===== src/core/exec_pkg.sv =====
// Shared constants and types for the instruction execution block.
// Assumes a single clock domain and a classic Wishbone register bus.
`default_nettype none

package exec_pkg;

	localparam int TCY_CLKS_DEF = 4;
	localparam int PC_W         = 13;
	localparam int K_W          = 11;
	localparam int F_W          = 7;
	localparam int D_W          = 8;
	localparam int PAGE_W       = 5;
	localparam int ADR_W        = 8;

	localparam logic [ADR_W-1:0] OFS_INSTR  = 8'h00;
	localparam logic [ADR_W-1:0] OFS_WORK   = 8'h04;
	localparam logic [ADR_W-1:0] OFS_STATUS = 8'h08;
	localparam logic [ADR_W-1:0] OFS_PC     = 8'h0C;
	localparam logic [ADR_W-1:0] OFS_PAGE   = 8'h10;
	localparam logic [ADR_W-1:0] OFS_STACK  = 8'h14;

	localparam int STAT_ZERO_BIT  = 0;
	localparam int STAT_PD_N_BIT  = 1;
	localparam int STAT_TO_N_BIT  = 2;
	localparam int STAT_BUSY_BIT  = 3;
	localparam int STAT_ILL_BIT   = 4;
	localparam int PAGE_HI_BIT    = 4;
	localparam int PAGE_LO_BIT    = 3;

	localparam logic [D_W-1:0]    CLEAR_VAL  = 8'h00;
	localparam logic [D_W-1:0]    WORK_RST   = 8'h00;
	localparam logic [PC_W-1:0]   PC_RST     = 13'h0000;
	localparam logic [PAGE_W-1:0] PAGE_RST   = 5'h00;
	localparam logic              ZERO_RST   = 1'b0;
	localparam logic              FLAG_N_RST = 1'b1;
	localparam logic              DEST_WORK  = 1'b0;
	localparam logic              DEST_FILE  = 1'b1;

	typedef enum logic [3:0] {
		OP_NOP    = 4'h0,
		OP_CALL   = 4'h1,
		OP_BRANCH = 4'h2,
		OP_CLEAR_FILE_REG   = 4'h3,
		OP_CLEAR_WORK_REG   = 4'h4,
		OP_WDCLR  = 4'h5,
		OP_COMPLEMENT_FILE_REG   = 4'h6,
		OP_DECREMENT_FILE_REG   = 4'h7,
		OP_DECSZ  = 4'h8
	} op_t;

	typedef struct packed {
		op_t            op;
		logic           dest;
		logic [K_W-1:0] arg;
	} instr_t;

	typedef struct packed {
		logic [D_W-1:0] value;
		logic           to_work;
		logic           to_file;
		logic           zero_upd;
		logic           zero;
		logic           skip;
		logic           legal;
	} fop_result_t;

endpackage

`default_nettype wire


===== src/core/file_op_unit.sv =====
// Combinational result unit for the file and working register operations.
// Assumes the operand is the current content of the addressed file register.
`default_nettype none

module file_op_unit
	import exec_pkg::*;
(
	input  wire instr_t         instr_i,
	input  wire logic [D_W-1:0] operand_i,
	output fop_result_t         res_o
);

	wire logic [D_W-1:0] dec_val = operand_i - 8'h01;
	wire logic [D_W-1:0] com_val = ~operand_i;
	wire logic           to_f    = (instr_i.dest == DEST_FILE);

	always_comb begin
		res_o       = '0;
		res_o.legal = 1'b1;
		case (instr_i.op)
			OP_CLEAR_FILE_REG: begin
				res_o.value    = CLEAR_VAL;
				res_o.to_file  = 1'b1;
				res_o.zero_upd = 1'b1;
				res_o.zero     = 1'b1;
			end
			OP_CLEAR_WORK_REG: begin
				res_o.value    = CLEAR_VAL;
				res_o.to_work  = 1'b1;
				res_o.zero_upd = 1'b1;
				res_o.zero     = 1'b1;
			end
			OP_COMPLEMENT_FILE_REG, OP_DECREMENT_FILE_REG, OP_DECSZ: begin
				res_o.value    = (instr_i.op == OP_COMPLEMENT_FILE_REG) ? com_val : dec_val;
				res_o.to_file  = to_f;
				res_o.to_work  = !to_f;
				res_o.zero_upd = (instr_i.op != OP_DECSZ);
				res_o.zero     = (res_o.value == CLEAR_VAL);
				res_o.skip     = (instr_i.op == OP_DECSZ) && (dec_val == CLEAR_VAL);
			end
			OP_NOP, OP_CALL, OP_BRANCH, OP_WDCLR: begin
				res_o.legal = 1'b1;
			end
			default: begin
				res_o.legal = 1'b0;
			end
		endcase
	end

endmodule

`default_nettype wire


===== src/core/call_clear_decrement_branch_exec.sv =====
// Executes call, clears, watchdog clear, complement, decrements and branch.
// Assumes a same-clock file register port, return stack and watchdog outside.
//
// Chosen here: the placing of the registers and the Wishbone register port.
`default_nettype none

// Notes on behaviour
// RQ1: A call pushes program counter plus one onto the stack before redirecting.
// RQ2: A call loads counter bits 10..0 from the target, 12..11 from page bits 4..3.
// RQ3: A call takes two instruction cycles and leaves every status flag alone.
// RQ4: Clearing a file register writes zero there and always sets the zero flag.
// RQ5: Clearing the working register loads zero and sets only the zero flag.
// RQ6: Watchdog clear resets the watchdog count and its prescaler to zero.
// RQ7: Watchdog clear sets both active-low timeout and power-down flags to one.
// RQ8: Complement inverts the file register into the destination, updating only zero.
// RQ9: Destination bit zero selects the working register, one the file register.
// RQ10: Decrement subtracts one into the destination and updates only the zero flag.
// RQ11: Decrement-and-skip subtracts one into the destination and alters no flag.
// RQ12: A zero decrement result discards the next instruction, taking two cycles; the code skips for decrement-and-skip only.
// RQ13: A branch loads target and page bits into the counter and pushes nothing.
// RQ14: A branch takes two instruction cycles and leaves every status flag alone.
// RQ15: A computed zero flag is one exactly when the 8-bit result is zero.
module call_clear_decrement_branch_exec
	import exec_pkg::*;
#(
	parameter int TCY_CLKS = TCY_CLKS_DEF
)(
	input  wire logic              clk_i,
	input  wire logic              rst_i,
	input  wire logic [ADR_W-1:0]  wb_adr_i,
	input  wire logic [31:0]       wb_dat_i,
	output logic      [31:0]       wb_dat_o,
	input  wire logic [3:0]        wb_sel_i,
	input  wire logic              wb_we_i,
	input  wire logic              wb_cyc_i,
	input  wire logic              wb_stb_i,
	output logic                   wb_ack_o,
	output logic      [F_W-1:0]    file_addr_o,
	input  wire logic [D_W-1:0]    file_rdata_i,
	output logic      [D_W-1:0]    file_wdata_o,
	output logic                   file_we_o,
	output logic                   stack_push_o,
	output logic      [PC_W-1:0]   stack_data_o,
	output logic                   wdt_clear_o,
	output logic                   busy_o
);

	generate
		if (TCY_CLKS < 1) begin : g_bad_tcy
			$error("TCY_CLKS must be at least one");
		end
	endgenerate

	typedef enum logic [3:0] {
		S_IDLE   = 4'b0001,
		S_ARM    = 4'b0010,
		S_EXEC   = 4'b0100,
		S_SECOND = 4'b1000
	} state_t;

	localparam int                CNT_W    = $clog2(TCY_CLKS + 1);
	localparam logic [CNT_W-1:0]  CNT_LAST = CNT_W'(TCY_CLKS - 1);

	function automatic logic hit(input logic [ADR_W-1:0] adr, input logic [ADR_W-1:0] ofs);
		hit = (adr[ADR_W-1:2] == ofs[ADR_W-1:2]);
	endfunction

	function automatic logic [15:0] merge16(input logic [15:0] old, input logic [31:0] dat,
						input logic [3:0] sel);
		merge16 = {sel[1] ? dat[15:8] : old[15:8], sel[0] ? dat[7:0] : old[7:0]};
	endfunction

	state_t              state_q;
	state_t              state_d;
	logic [CNT_W-1:0]    tcy_cnt_q;
	logic                ack_q;
	instr_t              instr_q;
	logic [D_W-1:0]      work_q;
	logic                zero_q;
	logic                to_n_q;
	logic                pd_n_q;
	logic                ill_q;
	logic [PC_W-1:0]     pc_q;
	logic [PC_W-1:0]     pc_d;
	logic [PAGE_W-1:0]   page_q;
	logic [PC_W-1:0]     stack_top_q;
	logic [D_W-1:0]      fwdata_q;
	logic                fwe_q;
	logic                push_q;
	logic                wdclr_q;
	logic [31:0]         rdata_q;
	fop_result_t         res;

	// Instruction cycle enable: every slower rate comes from this one pulse
	wire logic cycle_en = (tcy_cnt_q == CNT_LAST);

	always_ff @(posedge clk_i) begin
		if (rst_i || cycle_en) begin
			tcy_cnt_q <= '0;
		end else begin
			tcy_cnt_q <= tcy_cnt_q + 1'b1;
		end
	end

	// Bus: answer one cycle after the request, write takes effect with ack
	wire logic req      = wb_cyc_i && wb_stb_i;
	wire logic wr_fire  = req && wb_we_i && ack_q;
	wire logic wr_instr = wr_fire && hit(wb_adr_i, OFS_INSTR);
	wire logic wr_work  = wr_fire && hit(wb_adr_i, OFS_WORK) && wb_sel_i[0];
	wire logic wr_stat  = wr_fire && hit(wb_adr_i, OFS_STATUS) && wb_sel_i[0];
	wire logic wr_pc    = wr_fire && hit(wb_adr_i, OFS_PC);
	wire logic wr_page  = wr_fire && hit(wb_adr_i, OFS_PAGE) && wb_sel_i[0];
	wire logic idle     = (state_q == S_IDLE);
	wire logic commit   = (state_q == S_EXEC) && cycle_en;

	always_ff @(posedge clk_i) begin
		if (rst_i) begin
			ack_q <= 1'b0;
		end else begin
			ack_q <= req && !ack_q;
		end
	end

	file_op_unit u_fop (
		.instr_i   (instr_q),
		.operand_i (file_rdata_i),
		.res_o     (res)
	);

	wire logic is_call   = (instr_q.op == OP_CALL);
	wire logic is_branch = (instr_q.op == OP_BRANCH);
	wire logic is_wdclr  = (instr_q.op == OP_WDCLR);
	wire logic two_cycle = is_call || is_branch || res.skip; // RQ3 RQ14 RQ12
	wire logic [PC_W-1:0] pc_inc  = pc_q + 13'h0001;
	wire logic [PC_W-1:0] pc_skip = pc_q + 13'h0002;
	wire logic [PC_W-1:0] pc_jump = {page_q[PAGE_HI_BIT:PAGE_LO_BIT], instr_q.arg}; // RQ2 RQ13

	always_comb begin
		pc_d = pc_inc;
		if (is_call || is_branch) begin
			pc_d = pc_jump; // RQ2 RQ13
		end else if (res.skip) begin
			pc_d = pc_skip; // RQ12
		end
	end

	always_comb begin
		state_d = state_q;
		case (state_q)
			S_IDLE: begin
				if (wr_instr) begin
					state_d = S_ARM;
				end
			end
			S_ARM: begin
				if (cycle_en) begin
					state_d = S_EXEC;
				end
			end
			S_EXEC: begin
				if (cycle_en) begin
					state_d = two_cycle ? S_SECOND : S_IDLE; // RQ3 RQ12 RQ14
				end
			end
			S_SECOND: begin
				if (cycle_en) begin
					state_d = S_IDLE;
				end
			end
			default: begin
				state_d = S_IDLE;
			end
		endcase
	end

	always_ff @(posedge clk_i) begin
		if (rst_i) begin
			state_q <= S_IDLE;
		end else begin
			state_q <= state_d;
		end
	end

	// A new instruction is accepted only while idle; later writes are dropped
	always_ff @(posedge clk_i) begin
		if (rst_i) begin
			instr_q <= '0;
		end else if (wr_instr && idle) begin
			instr_q <= instr_t'(merge16(16'(instr_q), wb_dat_i, wb_sel_i));
		end
	end

	// Execution wins over a bus write landing on the same edge
	always_ff @(posedge clk_i) begin
		if (rst_i) begin
			work_q <= WORK_RST;
		end else if (commit && res.to_work) begin
			work_q <= res.value; // RQ5 RQ9
		end else if (wr_work) begin
			work_q <= wb_dat_i[D_W-1:0];
		end
	end

	always_ff @(posedge clk_i) begin
		if (rst_i) begin
			zero_q <= ZERO_RST;
		end else if (commit && res.zero_upd) begin
			zero_q <= res.zero; // RQ4 RQ5 RQ8 RQ10 RQ15
		end else if (wr_stat) begin
			zero_q <= wb_dat_i[STAT_ZERO_BIT];
		end
	end

	always_ff @(posedge clk_i) begin
		if (rst_i) begin
			to_n_q <= FLAG_N_RST;
			pd_n_q <= FLAG_N_RST;
		end else if (commit && is_wdclr) begin
			to_n_q <= 1'b1; // RQ7
			pd_n_q <= 1'b1; // RQ7
		end else if (wr_stat) begin
			to_n_q <= wb_dat_i[STAT_TO_N_BIT];
			pd_n_q <= wb_dat_i[STAT_PD_N_BIT];
		end
	end

	// Undefined opcode runs as a no-op; sticky, software writes one to clear
	always_ff @(posedge clk_i) begin
		if (rst_i) begin
			ill_q <= 1'b0;
		end else if (commit && !res.legal) begin
			ill_q <= 1'b1;
		end else if (wr_stat && wb_dat_i[STAT_ILL_BIT]) begin
			ill_q <= 1'b0;
		end
	end

	always_ff @(posedge clk_i) begin
		if (rst_i) begin
			pc_q <= PC_RST;
		end else if (commit) begin
			pc_q <= pc_d;
		end else if (wr_pc) begin
			pc_q <= PC_W'(merge16(16'(pc_q), wb_dat_i, wb_sel_i));
		end
	end

	always_ff @(posedge clk_i) begin
		if (rst_i) begin
			page_q <= PAGE_RST;
		end else if (wr_page) begin
			page_q <= wb_dat_i[PAGE_W-1:0];
		end
	end

	// Return address is taken from the counter before it is redirected
	always_ff @(posedge clk_i) begin
		if (rst_i) begin
			stack_top_q <= PC_RST;
			push_q      <= 1'b0;
		end else begin
			push_q <= commit && is_call; // RQ1 RQ13
			if (commit && is_call) begin
				stack_top_q <= pc_inc; // RQ1
			end
		end
	end

	always_ff @(posedge clk_i) begin
		if (rst_i) begin
			fwe_q    <= 1'b0;
			fwdata_q <= CLEAR_VAL;
			wdclr_q  <= 1'b0;
		end else begin
			fwe_q   <= commit && res.to_file; // RQ4 RQ9
			wdclr_q <= commit && is_wdclr; // RQ6
			if (commit && res.to_file) begin
				fwdata_q <= res.value; // RQ4 RQ8 RQ10 RQ11
			end
		end
	end

	wire logic [7:0] status_rd = {3'b000, ill_q, !idle, to_n_q, pd_n_q, zero_q};

	always_ff @(posedge clk_i) begin
		if (rst_i) begin
			rdata_q <= '0;
		end else if (req && !ack_q) begin
			rdata_q <= '0;
			if (hit(wb_adr_i, OFS_INSTR)) begin
				rdata_q <= {16'h0000, 16'(instr_q)};
			end else if (hit(wb_adr_i, OFS_WORK)) begin
				rdata_q <= {24'h00_0000, work_q};
			end else if (hit(wb_adr_i, OFS_STATUS)) begin
				rdata_q <= {24'h00_0000, status_rd};
			end else if (hit(wb_adr_i, OFS_PC)) begin
				rdata_q <= {19'h0_0000, pc_q};
			end else if (hit(wb_adr_i, OFS_PAGE)) begin
				rdata_q <= {27'h000_0000, page_q};
			end else if (hit(wb_adr_i, OFS_STACK)) begin
				rdata_q <= {19'h0_0000, stack_top_q};
			end
		end
	end

	assign wb_ack_o     = ack_q;
	assign wb_dat_o     = rdata_q;
	assign file_addr_o  = instr_q.arg[F_W-1:0];
	assign file_wdata_o = fwdata_q;
	assign file_we_o    = fwe_q;
	assign stack_push_o = push_q;
	assign stack_data_o = stack_top_q;
	assign wdt_clear_o  = wdclr_q; // RQ6
	assign busy_o       = !idle;

endmodule

`default_nettype wire


===== config.mk =====
export PLATFORM = sky130hd
export DESIGN_NAME = call_clear_decrement_branch_exec
export DESIGN_NICKNAME = d
export VERILOG_FILES = /design/src/core/exec_pkg.sv /design/src/core/file_op_unit.sv /design/src/core/call_clear_decrement_branch_exec.sv
export SDC_FILE = /design/constraint.sdc
export NUM_CORES = 1
export LEC_CHECK = 0
export CORE_UTILIZATION = 46
export DETAILED_ROUTE_END_ITERATION = 7
export DONT_BUFFER_PORTS = 1
export PLACE_DENSITY = 0.64
export SYNTH_ARGS = -nofsm -noshare
export SYNTH_HDL_FRONTEND = slang
export SYNTH_HIERARCHICAL = 1
export SYNTH_SLANG_ARGS = --single-unit

===== constraint.sdc =====
create_clock -name clk_i -period 2.75 [get_ports clk_i]
set_input_delay 0.275 -clock clk_i [delete_from_list [all_inputs] [get_ports clk_i]]
set_output_delay 0.275 -clock clk_i [all_outputs]
set_load 0.01 [all_outputs]

==> flow_summary.json, run 1 <==
{
  "period_minus_slack_ns": 2.48,
  "failed_checks": "DRC",
  "leakagePower_nw": 1.97,
  "rows": 39,
  "status": "complete, but fails checks",
  "nFillCells": 1117,
  "cts_tree": "built",
  "wl_per_cell_um": 21.3,
  "crit_chain": "nor4b_4 > o2111ai_1 > nor4_1 > buf_4 > mux2i_1 > buf_4 > nor4_1 > nor3_1 > o32ai_1",
  "track_usage": 0.275,
  "drc": 7,
  "synth.most_common_cell": "dfxtp_1",
  "synthXorXnorAreaFrac": 0.0348,
  "grt_max_degree": 46,
  "synth_largest_area_cell": "dfxtp_1",
  "cts_num_sinks": 94,
  "synth.distinct_cells": 77,
  "antenna_cells": 0,
  "fin_skew_ns": 0.00642,
  "synth_adder_area_share": 0.0136,
  "cts.clk_slew.worst_paths_ns": 0.07,
  "switching_share": 0.231,
  "syn_to_final_growth_pct": 5.85,
  "postLayoutCoreUtil": 0.507,
  "synth-simple-area-share": 0.241,
  "drive_gt1_frac": 0.106,
  "dpl.hpwl_mm": 11.9,
  "p_switching_uw": 654,
  "synth_warnings": 6,
  "synth_top_family_by_area": "simple AND/OR/NAND/NOR gates",
  "hold_viol": 0,
  "num_io_pins": 122,
  "via_count": 5100,
  "seq_power_share": 0.489,
  "portBuffers": 0,
  "vias_per_cell": 6.44,
  "intPower_mw": 2.18,
  "coreArea_mm2": 0.0116,
  "max_freq_mhz": 403,
  "endpoint_kind": "flip-flop",
  "critPathKind": "flip-flop to flip-flop",
  "gp_congestion": 0.914,
  "grt-busiest-layer": "met2",
  "max_stage_delay_ns": 0.36,
  "gr-usage-met3": 0.0648,
  "netlist_area_mm2": 0.00554,
  "worstMarginPinSlew_ns": 0.862,
  "drt-pass1-iter-count": 8,
  "syn_area_per_cell_um2": 8.32,
  "cts.htree.levels": 3,
  "overflow": 0,
  "die_height_um": 112,
  "crit_arrival_ns": 2.74,
  "finalNetCount": 707,
  "path_max_fanout": 8,
  "start_util": 0.479,
  "grt_pass1_vias": 4814,
  "slowest_stage": "nor4b_4",
  "wl_mm": 16.9,
  "power_density_mw_per_mm2": 483,
  "synthMuxAreaShare": 0.0495,
  "dieArea_mm2": 0.0125,
  "grt_use_met1": 0.374,
  "route.antenna.remaining_nets": 0,
  "ys_ff_latch": 94,
  "rsz0062_at_grt": "no",
  "die_w_um": 112,
  "pwr-share-clk": 0.459,
  "fin_crit_sh": 0.902,
  "max_slew_margin": 0.423,
  "hp-class": "input port to flip-flop",
  "ir_drop_v": 0.000342,
  "initialDrtViolationCount": 615,
  "slew_viol_final": 0,
  "yosysSeqAreaShare": 0.340,
  "synth-edff-count": 0,
  "grt_use_met2": 0.427,
  "critPathLaunchType": "flip-flop",
  "synthTopCellsByArea": "dfxtp_1, mux2i_1, a21oi_1",
  "cts_buffers": 9,
  "antenna_found_initial": 0,
  "synth_top_flop_cell": "dfxtp_1",
  "cts_root_buf": "clkbuf_16",
  "grt_pass1_wl_mm": 26.8,
  "synthArstFlopShare": 0,
  "worst_ep_required_time_ns": 3.01,
  "combPwrFrac": 0.052,
  "netlist.area_leader.share": 0.340,
  "cts_buffer_depth": 2,
  "setup-violations-final": 0,
  "insertion_delay_ns": 0.35,
  "synth_common_cells": "dfxtp_1, nor2_1, a21oi_1",
  "synth_cells": 666,
  "synth_compound_area_frac": 0.233,
  "setup_tns_ns": 0,
  "cap_violations": 0
}
[critical path, delay by kind of cell, from the launching register on]
| family | cells | cell delay (ns) |
|---|---|---|
| AO/OA/AOI/OAI | 2 | 0.46 |
| flip-flops | 1 | 0.33 |
| multiplexers | 1 | 0.09 |
| buffers and inverters | 2 | 0.40 |
| AND/OR/NAND/NOR | 4 | 1.12 |
[cell usage in the layout, fill, tap and decap left out, types with 7 or more instances in the layout]
cell type and n:
dfxtp_1 94, nor2_1 58, a21oi_1 45, nand3_1 44, nand2_1 42, mux2i_1 24, o21ai_0 24, nor3_1 22
buf_4 22, inv_1 16, conb_1 16, xnor2_1 14, a211oi_1 12, and2_1 11, o21ai_1 10, clkbuf_16 9
nand4_1 8, nor4_1 8, a211oi_2 8, xor2_1 8, a311oi_1 8, nor2b_1 8, nor3b_1 7, o32ai_1 7
[metal layers]
metal / up-vias / wire [µm] / share of wire
met1: 2426 / 7260 / 0.43
met5: - / 0 / 0
met2: 253 / 7480 / 0.44
li1: 2390 / - / -
met3: 31 / 1750 / 0.10
met4: 0 / 403 / 0.024
[registers in the layout, summed over array words and instances, names as in the netlist, 5 cells and up]
name,flops
work_q,8
wb_dat_o,16
file_addr_o,7
stack_data_o,13
pc_q,13
file_wdata_o,8
page_q,5
instr_q,9
[metrics by stage]
stage / cells / total power, mW / cell area, µm² / hold WS (ns) / worst slack, ns
final: 792 / 2.83 / 5860 / 0.0173 / 0.270
after global routing: 792 / 2.91 / 5860 / 0.00927 / 0.0794
after CTS: 792 / 2.84 / 5860 / 0.00562 / 0.280
after detailed placement: 773 / 1.54 / 5520 / 0.357 / 0.159
after global placement: 773 / 1.53 / 5520 / 0.357 / 0.206
after floorplan: 681 / 1.55 / 5600 / 0.400 / 0.0626
[power groups by stage]
| stage | Sequential (mW) | Combinational [mW] | Clock [mW] |
|---|---|---|---|
| after detailed placement | 1.42 | 0.120 | 0 |
| after CTS | 1.39 | 0.145 | 1.31 |
| after global routing | 1.39 | 0.162 | 1.36 |
| after global placement | 1.42 | 0.117 | 0 |
| after floorplan | 1.41 | 0.133 | 0 |
| final | 1.39 | 0.148 | 1.30 |
[path summary, 6_finish.rpt]
| path | slack (ns) | start | cells after the start | end |
|---|---|---|---|---|
| hold / removal | 0.02 | rst_i | 1 | wb_dat_o[3]$_SDFFE_PP0P_ |
| setup / recovery | 0.27 | instr_q[12]$_SDFFE_PP0P_ | 9 | pc_q[12]$_SDFFE_PP0P_ |
| setup reg to reg | 0.27 | instr_q[12]$_SDFFE_PP0P_ | 9 | pc_q[12]$_SDFFE_PP0P_ |
| hold reg to reg | 0.45 | tcy_cnt_q[0]$_SDFF_PP0_ | 1 | tcy_cnt_q[0]$_SDFF_PP0_ |
[layout make-up]
class	instances	area [µm²]	share of cell area
Multi-Input combinational cell	498	3230	0.551
Sequential cell	94	1880	0.321
Clock buffer	11	253	0.0431
Timing Repair Buffer	25	205	0.0350
Tap cell	143	179	0.0305
Inverter	16	60.1	0.0102
Clock inverter	5	56.3	0.00960
[kinds of logic (layout without fill, tap and decap cells)]
family	Yosys count	in the layout
and+or+nand+nor	247	247
AOI/OAI and AO/OA	181	181
DFF	94	94
buffers and inverters	89	57
muxes	26	26
xor gates and xnor gates	22	22
adders and majority gates	6	6
other	1	16
[what timing repair did]
item,4_1_cts,5_1_grt
resized for setup,0,0
setup buffers,0,0
hold buffers,3,0
endpoints found under the hold margin,45,0
Power figures use the tool's default switching activity.
==> inputs of run 2 (changes only) <==
--- a/config.mk
+++ b/config.mk
@@ -5,10 +5,10 @@
 export SDC_FILE = /design/constraint.sdc
 export NUM_CORES = 1
 export LEC_CHECK = 0
-export CORE_UTILIZATION = 46
+export CORE_UTILIZATION = 38
 export DETAILED_ROUTE_END_ITERATION = 7
 export DONT_BUFFER_PORTS = 1
-export PLACE_DENSITY = 0.64
+export PLACE_DENSITY = 0.55
 export SYNTH_ARGS = -nofsm -noshare
 export SYNTH_HDL_FRONTEND = slang
 export SYNTH_HIERARCHICAL = 1
==> run 2 against run 1 <==
The run now ends clean. Critical path depth did not move. Clock skew grew 0.0042 ns. Register-to-register slack gained 0.09 ns. Global-route usage is 4.5 points lower. Sequential share of layout area shrank 0.062 points. Design area up 0.19%. Sequential cell count is the same. Die area rose by 21%. Power down 3.4%. Sequential power barely moved.
==> flow_summary.json, run 2 (synthesis gave the netlist of run 1 again) <==
{
  "status": "complete, no violations",
  "endpoint_kind": "flip-flop",
  "route.antenna.remaining_nets": 0,
  "insertion_delay_ns": 0.36,
  "multi_input_area_mm2": 0.00323,
  "rsz0062_at_grt": "no",
  "power_density_mw_per_mm2": 466,
  "cts.clk_slew.worst_paths_ns": 0.07,
  "final_cell_mix": "dfxtp_1, nor2_1, a21oi_1, nand3_1, nand2_1",
  "hp-class": "input port to flip-flop",
  "portBuffers": 0,
  "drt-pass1-iter-count": 6,
  "die_height_um": 123,
  "coreArea_mm2": 0.0140,
  "fin_skew_ns": 0.0107,
  "pwr-share-clk": 0.441,
  "cts.htree.levels": 3,
  "crit_arrival_ns": 2.66,
  "vias_per_cell": 6.10,
  "grt_max_degree": 56,
  "period_minus_slack_ns": 2.39,
  "combPwrFrac": 0.053,
  "cts_buffers": 9,
  "path_max_fanout": 8,
  "ir_drop_v": 0.000383,
  "wl_per_cell_um": 20.4,
  "max_freq_mhz": 418,
  "reg2reg_slack_ns": 0.36,
  "syn_to_final_growth_pct": 6.05,
  "placed_area_mm2": 0.00555,
  "cts_root_buf": "clkbuf_16",
  "leakagePower_nw": 1.95,
  "antenna_found_initial": 0,
  "initialDrtViolationCount": 496,
  "worstMarginPinSlew_ns": 1.01,
  "hold_viol": 0,
  "dieArea_mm2": 0.0151,
  "cts_buffer_depth": 2,
  "cts_resized": 0,
  "dpl.hpwl_mm": 12.3,
  "seq_power_share": 0.506,
  "hold_slack_ns": 0.0171,
  "antenna_cells": 0,
  "grt_pass1_wl_mm": 26.1,
  "max_slew_margin": 0.319,
  "cts_tree": "built",
  "wl_mm": 16.8,
  "drive_gt1_frac": 0.105,
  "critPathLaunchType": "flip-flop",
  "drc": 0,
  "finalNetCount": 705,
  "fin_crit_sh": 0.869,
  "die_w_um": 123,
  "switching_share": 0.251,
  "setup-violations-final": 0,
  "layout_commonest_cell": "dfxtp_1",
  "nFillCells": 1442,
  "p_switching_uw": 687,
  "worst_ep_required_time_ns": 3.02,
  "num_io_pins": 122,
  "start_util": 0.395,
  "intPower_mw": 2.05,
  "cap_violations": 0,
  "slew_viol_final": 0,
  "rows": 43,
  "track_usage": 0.231,
  "design_area_mm2": 0.00588,
  "cts_num_sinks": 94,
  "gp_congestion": 0.921,
  "overflow": 0,
  "via_count": 5042,
  "setup_tns_ns": 0,
  "critPathKind": "flip-flop to flip-flop",
  "grt_pass1_vias": 4672,
  "final-seq-area_mm2": 0.00188,
  "largest_reg_flops": 16
}
==> run 2: changes by cell type in the layout (fill, tap and decap cells not counted) <==
cell and delta:
clkinv_4 +3, clkbuf_8 -2, buf_12 -1, buf_16 +1
buf_4 -1, bufinv_16 -1, clkinv_2 -1, dlygate4sd3_1 -1
inv_8 +1
==> run 2: power groups by stage <==
stage | Sequential (mW) | Clock (mW) | Combinational (mW)
after floorplan | 1.41 | 0 | 0.133
after global placement | 1.42 | 0 | 0.119
after detailed placement | 1.42 | 0 | 0.121
after CTS | 1.39 | 1.23 | 0.145
after global routing | 1.39 | 1.28 | 0.160
final | 1.39 | 1.21 | 0.146
==> run 2: layout make-up <==
cell class              instances  share of cell area
clock buffers                   9              0.0383
multi-input cells             498               0.550
clock inverters                 7              0.0100
flip-flops and latches         94               0.320
well taps                     180              0.0383
repair buffers                 23              0.0332
inverters                      16              0.0102
==> run 2: worst paths after layout <==
kind,cells after the start,start,end
worst max-delay path,9,instr_q[12]$_SDFFE_PP0P_,pc_q[12]$_SDFFE_PP0P_
worst max register to register,9,instr_q[12]$_SDFFE_PP0P_,pc_q[12]$_SDFFE_PP0P_
worst min register to register,1,tcy_cnt_q[0]$_SDFF_PP0_,tcy_cnt_q[0]$_SDFF_PP0_
worst min-delay path,1,rst_i,state_q[2]$_SDFFE_PP0P_
==> run 2: layer usage <==
layer / vias to the layer above / track usage / share of wire
li1: 2384 / - / -
met1: 2379 / 0.300 / 0.43
met2: 245 / 0.351 / 0.44
met3: 34 / 0.0804 / 0.11
met4: 0 / 0.0816 / 0.027
met5: - / 0 / 0
==> run 2: timing repair <==
action                    4_1_cts  5_1_grt
hold endpoints to repair       55        0
setup buffers                   0        0
hold buffers                    2        0
==> run 2: stage by stage <==
stage	util	setup WS (ns)	power (mW)	instances
2_1_floorplan	-	0.0626	1.55	681
6_report	0.418	0.360	2.74	827
3_3_place_gp	0.396	0.237	1.54	809
3_5_place_dp	0.396	0.171	1.54	809
4_1_cts	0.418	0.324	2.76	827
5_1_grt	0.418	0.0658	2.83	827
==> run 2: worst max-delay path, cell delays in order (launching register included) <==
cell	delay [ns]
dfxtp_1	0.33
nor4b_4	0.36
o2111ai_1	0.18
nor4_1	0.26
buf_4	0.22
mux2i_1	0.08
buf_4	0.17
nor4_1	0.37
nor3_1	0.08
o32ai_1	0.26
==> inputs of run 3 (changes only) <==
--- a/config.mk
+++ b/config.mk
@@ -5,10 +5,10 @@
 export SDC_FILE = /design/constraint.sdc
 export NUM_CORES = 1
 export LEC_CHECK = 0
-export CORE_UTILIZATION = 38
+export CORE_UTILIZATION = 34
 export DETAILED_ROUTE_END_ITERATION = 7
 export DONT_BUFFER_PORTS = 1
-export PLACE_DENSITY = 0.55
+export PLACE_DENSITY = 0.49
 export SYNTH_ARGS = -nofsm -noshare
 export SYNTH_HDL_FRONTEND = slang
 export SYNTH_HIERARCHICAL = 1
==> constraint.sdc (replaced) <==
create_clock -name clk_i -period 3 [get_ports clk_i]
set_input_delay 0.15 -clock clk_i [delete_from_list [all_inputs] [get_ports clk_i]]
set_output_delay 0.15 -clock clk_i [all_outputs]
set_load 0.01 [all_outputs]
==> run 3 against run 2 <==
Die area grew 12%. Wire length grew 7.2%. Via count is 1.6% higher. Global-route usage is 1.0 points lower.
==> flow_summary.json, run 3 (synthesis gave the netlist of run 1 again) <==
{
  "route.antenna.remaining_nets": 0,
  "worst_ep_required_time_ns": 3.26,
  "postLayoutSetupSlackWorst_ns": 0.466,
  "cts_buffer_depth": 2,
  "seq_power_share": 0.491,
  "worstMarginPinSlew_ns": 1.05,
  "wl_mm": 18.1,
  "p_switching_uw": 615,
  "critPathLaunchType": "flip-flop",
  "power_density_mw_per_mm2": 427,
  "dieArea_mm2": 0.0168,
  "intPower_mw": 1.97,
  "rows": 46,
  "cts.clk_slew.worst_paths_ns": 0.07,
  "cts.htree.levels": 3,
  "cts_hold_buf": 18,
  "die_w_um": 130,
  "cts_buffers": 9,
  "endpoint_kind": "flip-flop",
  "path_max_fanout": 8,
  "combPwrFrac": 0.061,
  "fin_crit_sh": 0.845,
  "start_util": 0.349,
  "grt_pass1_vias": 4934,
  "cts_num_sinks": 94,
  "rsz0062_at_grt": "no",
  "portBuffers": 0,
  "fin_skew_ns": 0.00912,
  "slowest_stage": "nor4b_4",
  "setup-violations-final": 0,
  "antenna_cells": 0,
  "hp-class": "input port to flip-flop",
  "design_area_mm2": 0.00606,
  "cts_root_buf": "clkbuf_16",
  "die_height_um": 130,
  "track_usage": 0.220,
  "hold_viol": 0,
  "final_cell_mix": "dfxtp_1, nor2_1, a21oi_1, nand3_1, nand2_1",
  "vias_per_cell": 5.86,
  "max_stage_delay_ns": 0.42,
  "ir_drop_v": 0.000267,
  "max_slew_margin": 0.289,
  "pre_cts_ws_ns": 0.451,
  "layout_commonest_cell": "dfxtp_1",
  "grt_pass1_wl_mm": 27.8,
  "status": "complete, no violations",
  "critPathKind": "flip-flop to flip-flop",
  "crit_chain": "nor4b_4 > o2111ai_1 > nor4_1 > buf_4 > mux2i_1 > buf_4 > nor4_1 > nor3_1 > o32ai_1",
  "setup_tns_ns": 0,
  "crit_arrival_ns": 2.79,
  "cts_resized": 0,
  "overflow": 0,
  "drc": 0,
  "num_io_pins": 122,
  "cp_num_buf_inv": 2,
  "initialDrtViolationCount": 394,
  "drt-pass1-iter-count": 5,
  "insertion_delay_ns": 0.35,
  "syn_to_final_growth_pct": 9.35,
  "coreArea_mm2": 0.0159,
  "dpl.hpwl_mm": 13.0,
  "gp_congestion": 0.857,
  "slew_viol_final": 0,
  "cts_setup_buffers": 0,
  "placed_area_mm2": 0.00557,
  "switching_share": 0.238,
  "cts_tree": "built",
  "wl_per_cell_um": 20.6,
  "via_count": 5124,
  "period_minus_slack_ns": 2.53,
  "grt_max_degree": 74,
  "finalNetCount": 717,
  "cap_violations": 0,
  "antenna_found_initial": 0,
  "largest_reg_flops": 16,
  "pwr-share-clk": 0.448,
  "leakagePower_nw": 2.00,
  "max_freq_mhz": 395,
  "critPathTopFamily": "simple AND/OR/NAND/NOR gates",
  "drive_gt1_frac": 0.0941
}
run 3: final timing paths:
check / start / endpoint / slack [ns] / depth (start not counted)
worst max register to register: instr_q[12]$_SDFFE_PP0P_ / pc_q[10]$_SDFFE_PP0P_ / 0.47 / 9
worst min register to register: tcy_cnt_q[0]$_SDFF_PP0_ / tcy_cnt_q[0]$_SDFF_PP0_ / 0.44 / 1
worst max-delay path: instr_q[12]$_SDFFE_PP0P_ / pc_q[10]$_SDFFE_PP0P_ / 0.47 / 9
worst min-delay path: wb_dat_i[4] / pc_q[4]$_SDFFE_PP0P_ / 0.01 / 2
run 3: cell type report:
type | count | area [µm²]
well taps | 216 | 270
clock buffers | 11 | 233
repair buffers | 35 | 325
clock inverters | 5 | 58.8
multi-input cells | 498 | 3230
inverters | 16 | 60.1
flip-flops and latches | 94 | 1880
fillers | 1644 | 9830
run 3: metrics by stage:
step | power, mW | std cells | utilization | hold slack [ns]
final | 2.58 | 875 | 0.381 | 0.0147
after CTS | 2.60 | 875 | 0.381 | 0.000418
after floorplan | 1.42 | 681 | - | 0.275
after global routing | 2.68 | 875 | 0.381 | 0.00425
after detailed placement | 1.41 | 841 | 0.351 | 0.241
after global placement | 1.41 | 841 | 0.351 | 0.235
run 3: power by group through the flow:
stage               Sequential, mW  Clock (mW)  Combinational (mW)
floorplan                     1.30           0               0.122
global placement              1.30           0               0.109
detailed placement            1.30           0               0.110
CTS                           1.27        1.18               0.156
global route                  1.27        1.23               0.173
finish                        1.27        1.16               0.158
run 3: worst register-to-register path, cell delays in order, from the launching register on:
cell and delay, ns:
dfxtp_1 0.33, nor4b_4 0.42, o2111ai_1 0.16, nor4_1 0.28, buf_4 0.22, mux2i_1 0.09
buf_4 0.18, nor4_1 0.38, nor3_1 0.10, o32ai_1 0.29
run 3: routing by layer:
layer | vias up | part of all wire | track usage
met2 | 227 | 0.44 | 0.339
met4 | 0 | 0.023 | 0.0780
met3 | 37 | 0.083 | 0.0557
li1 | 2409 | - | -
met1 | 2451 | 0.46 | 0.297
met5 | - | 0 | 0
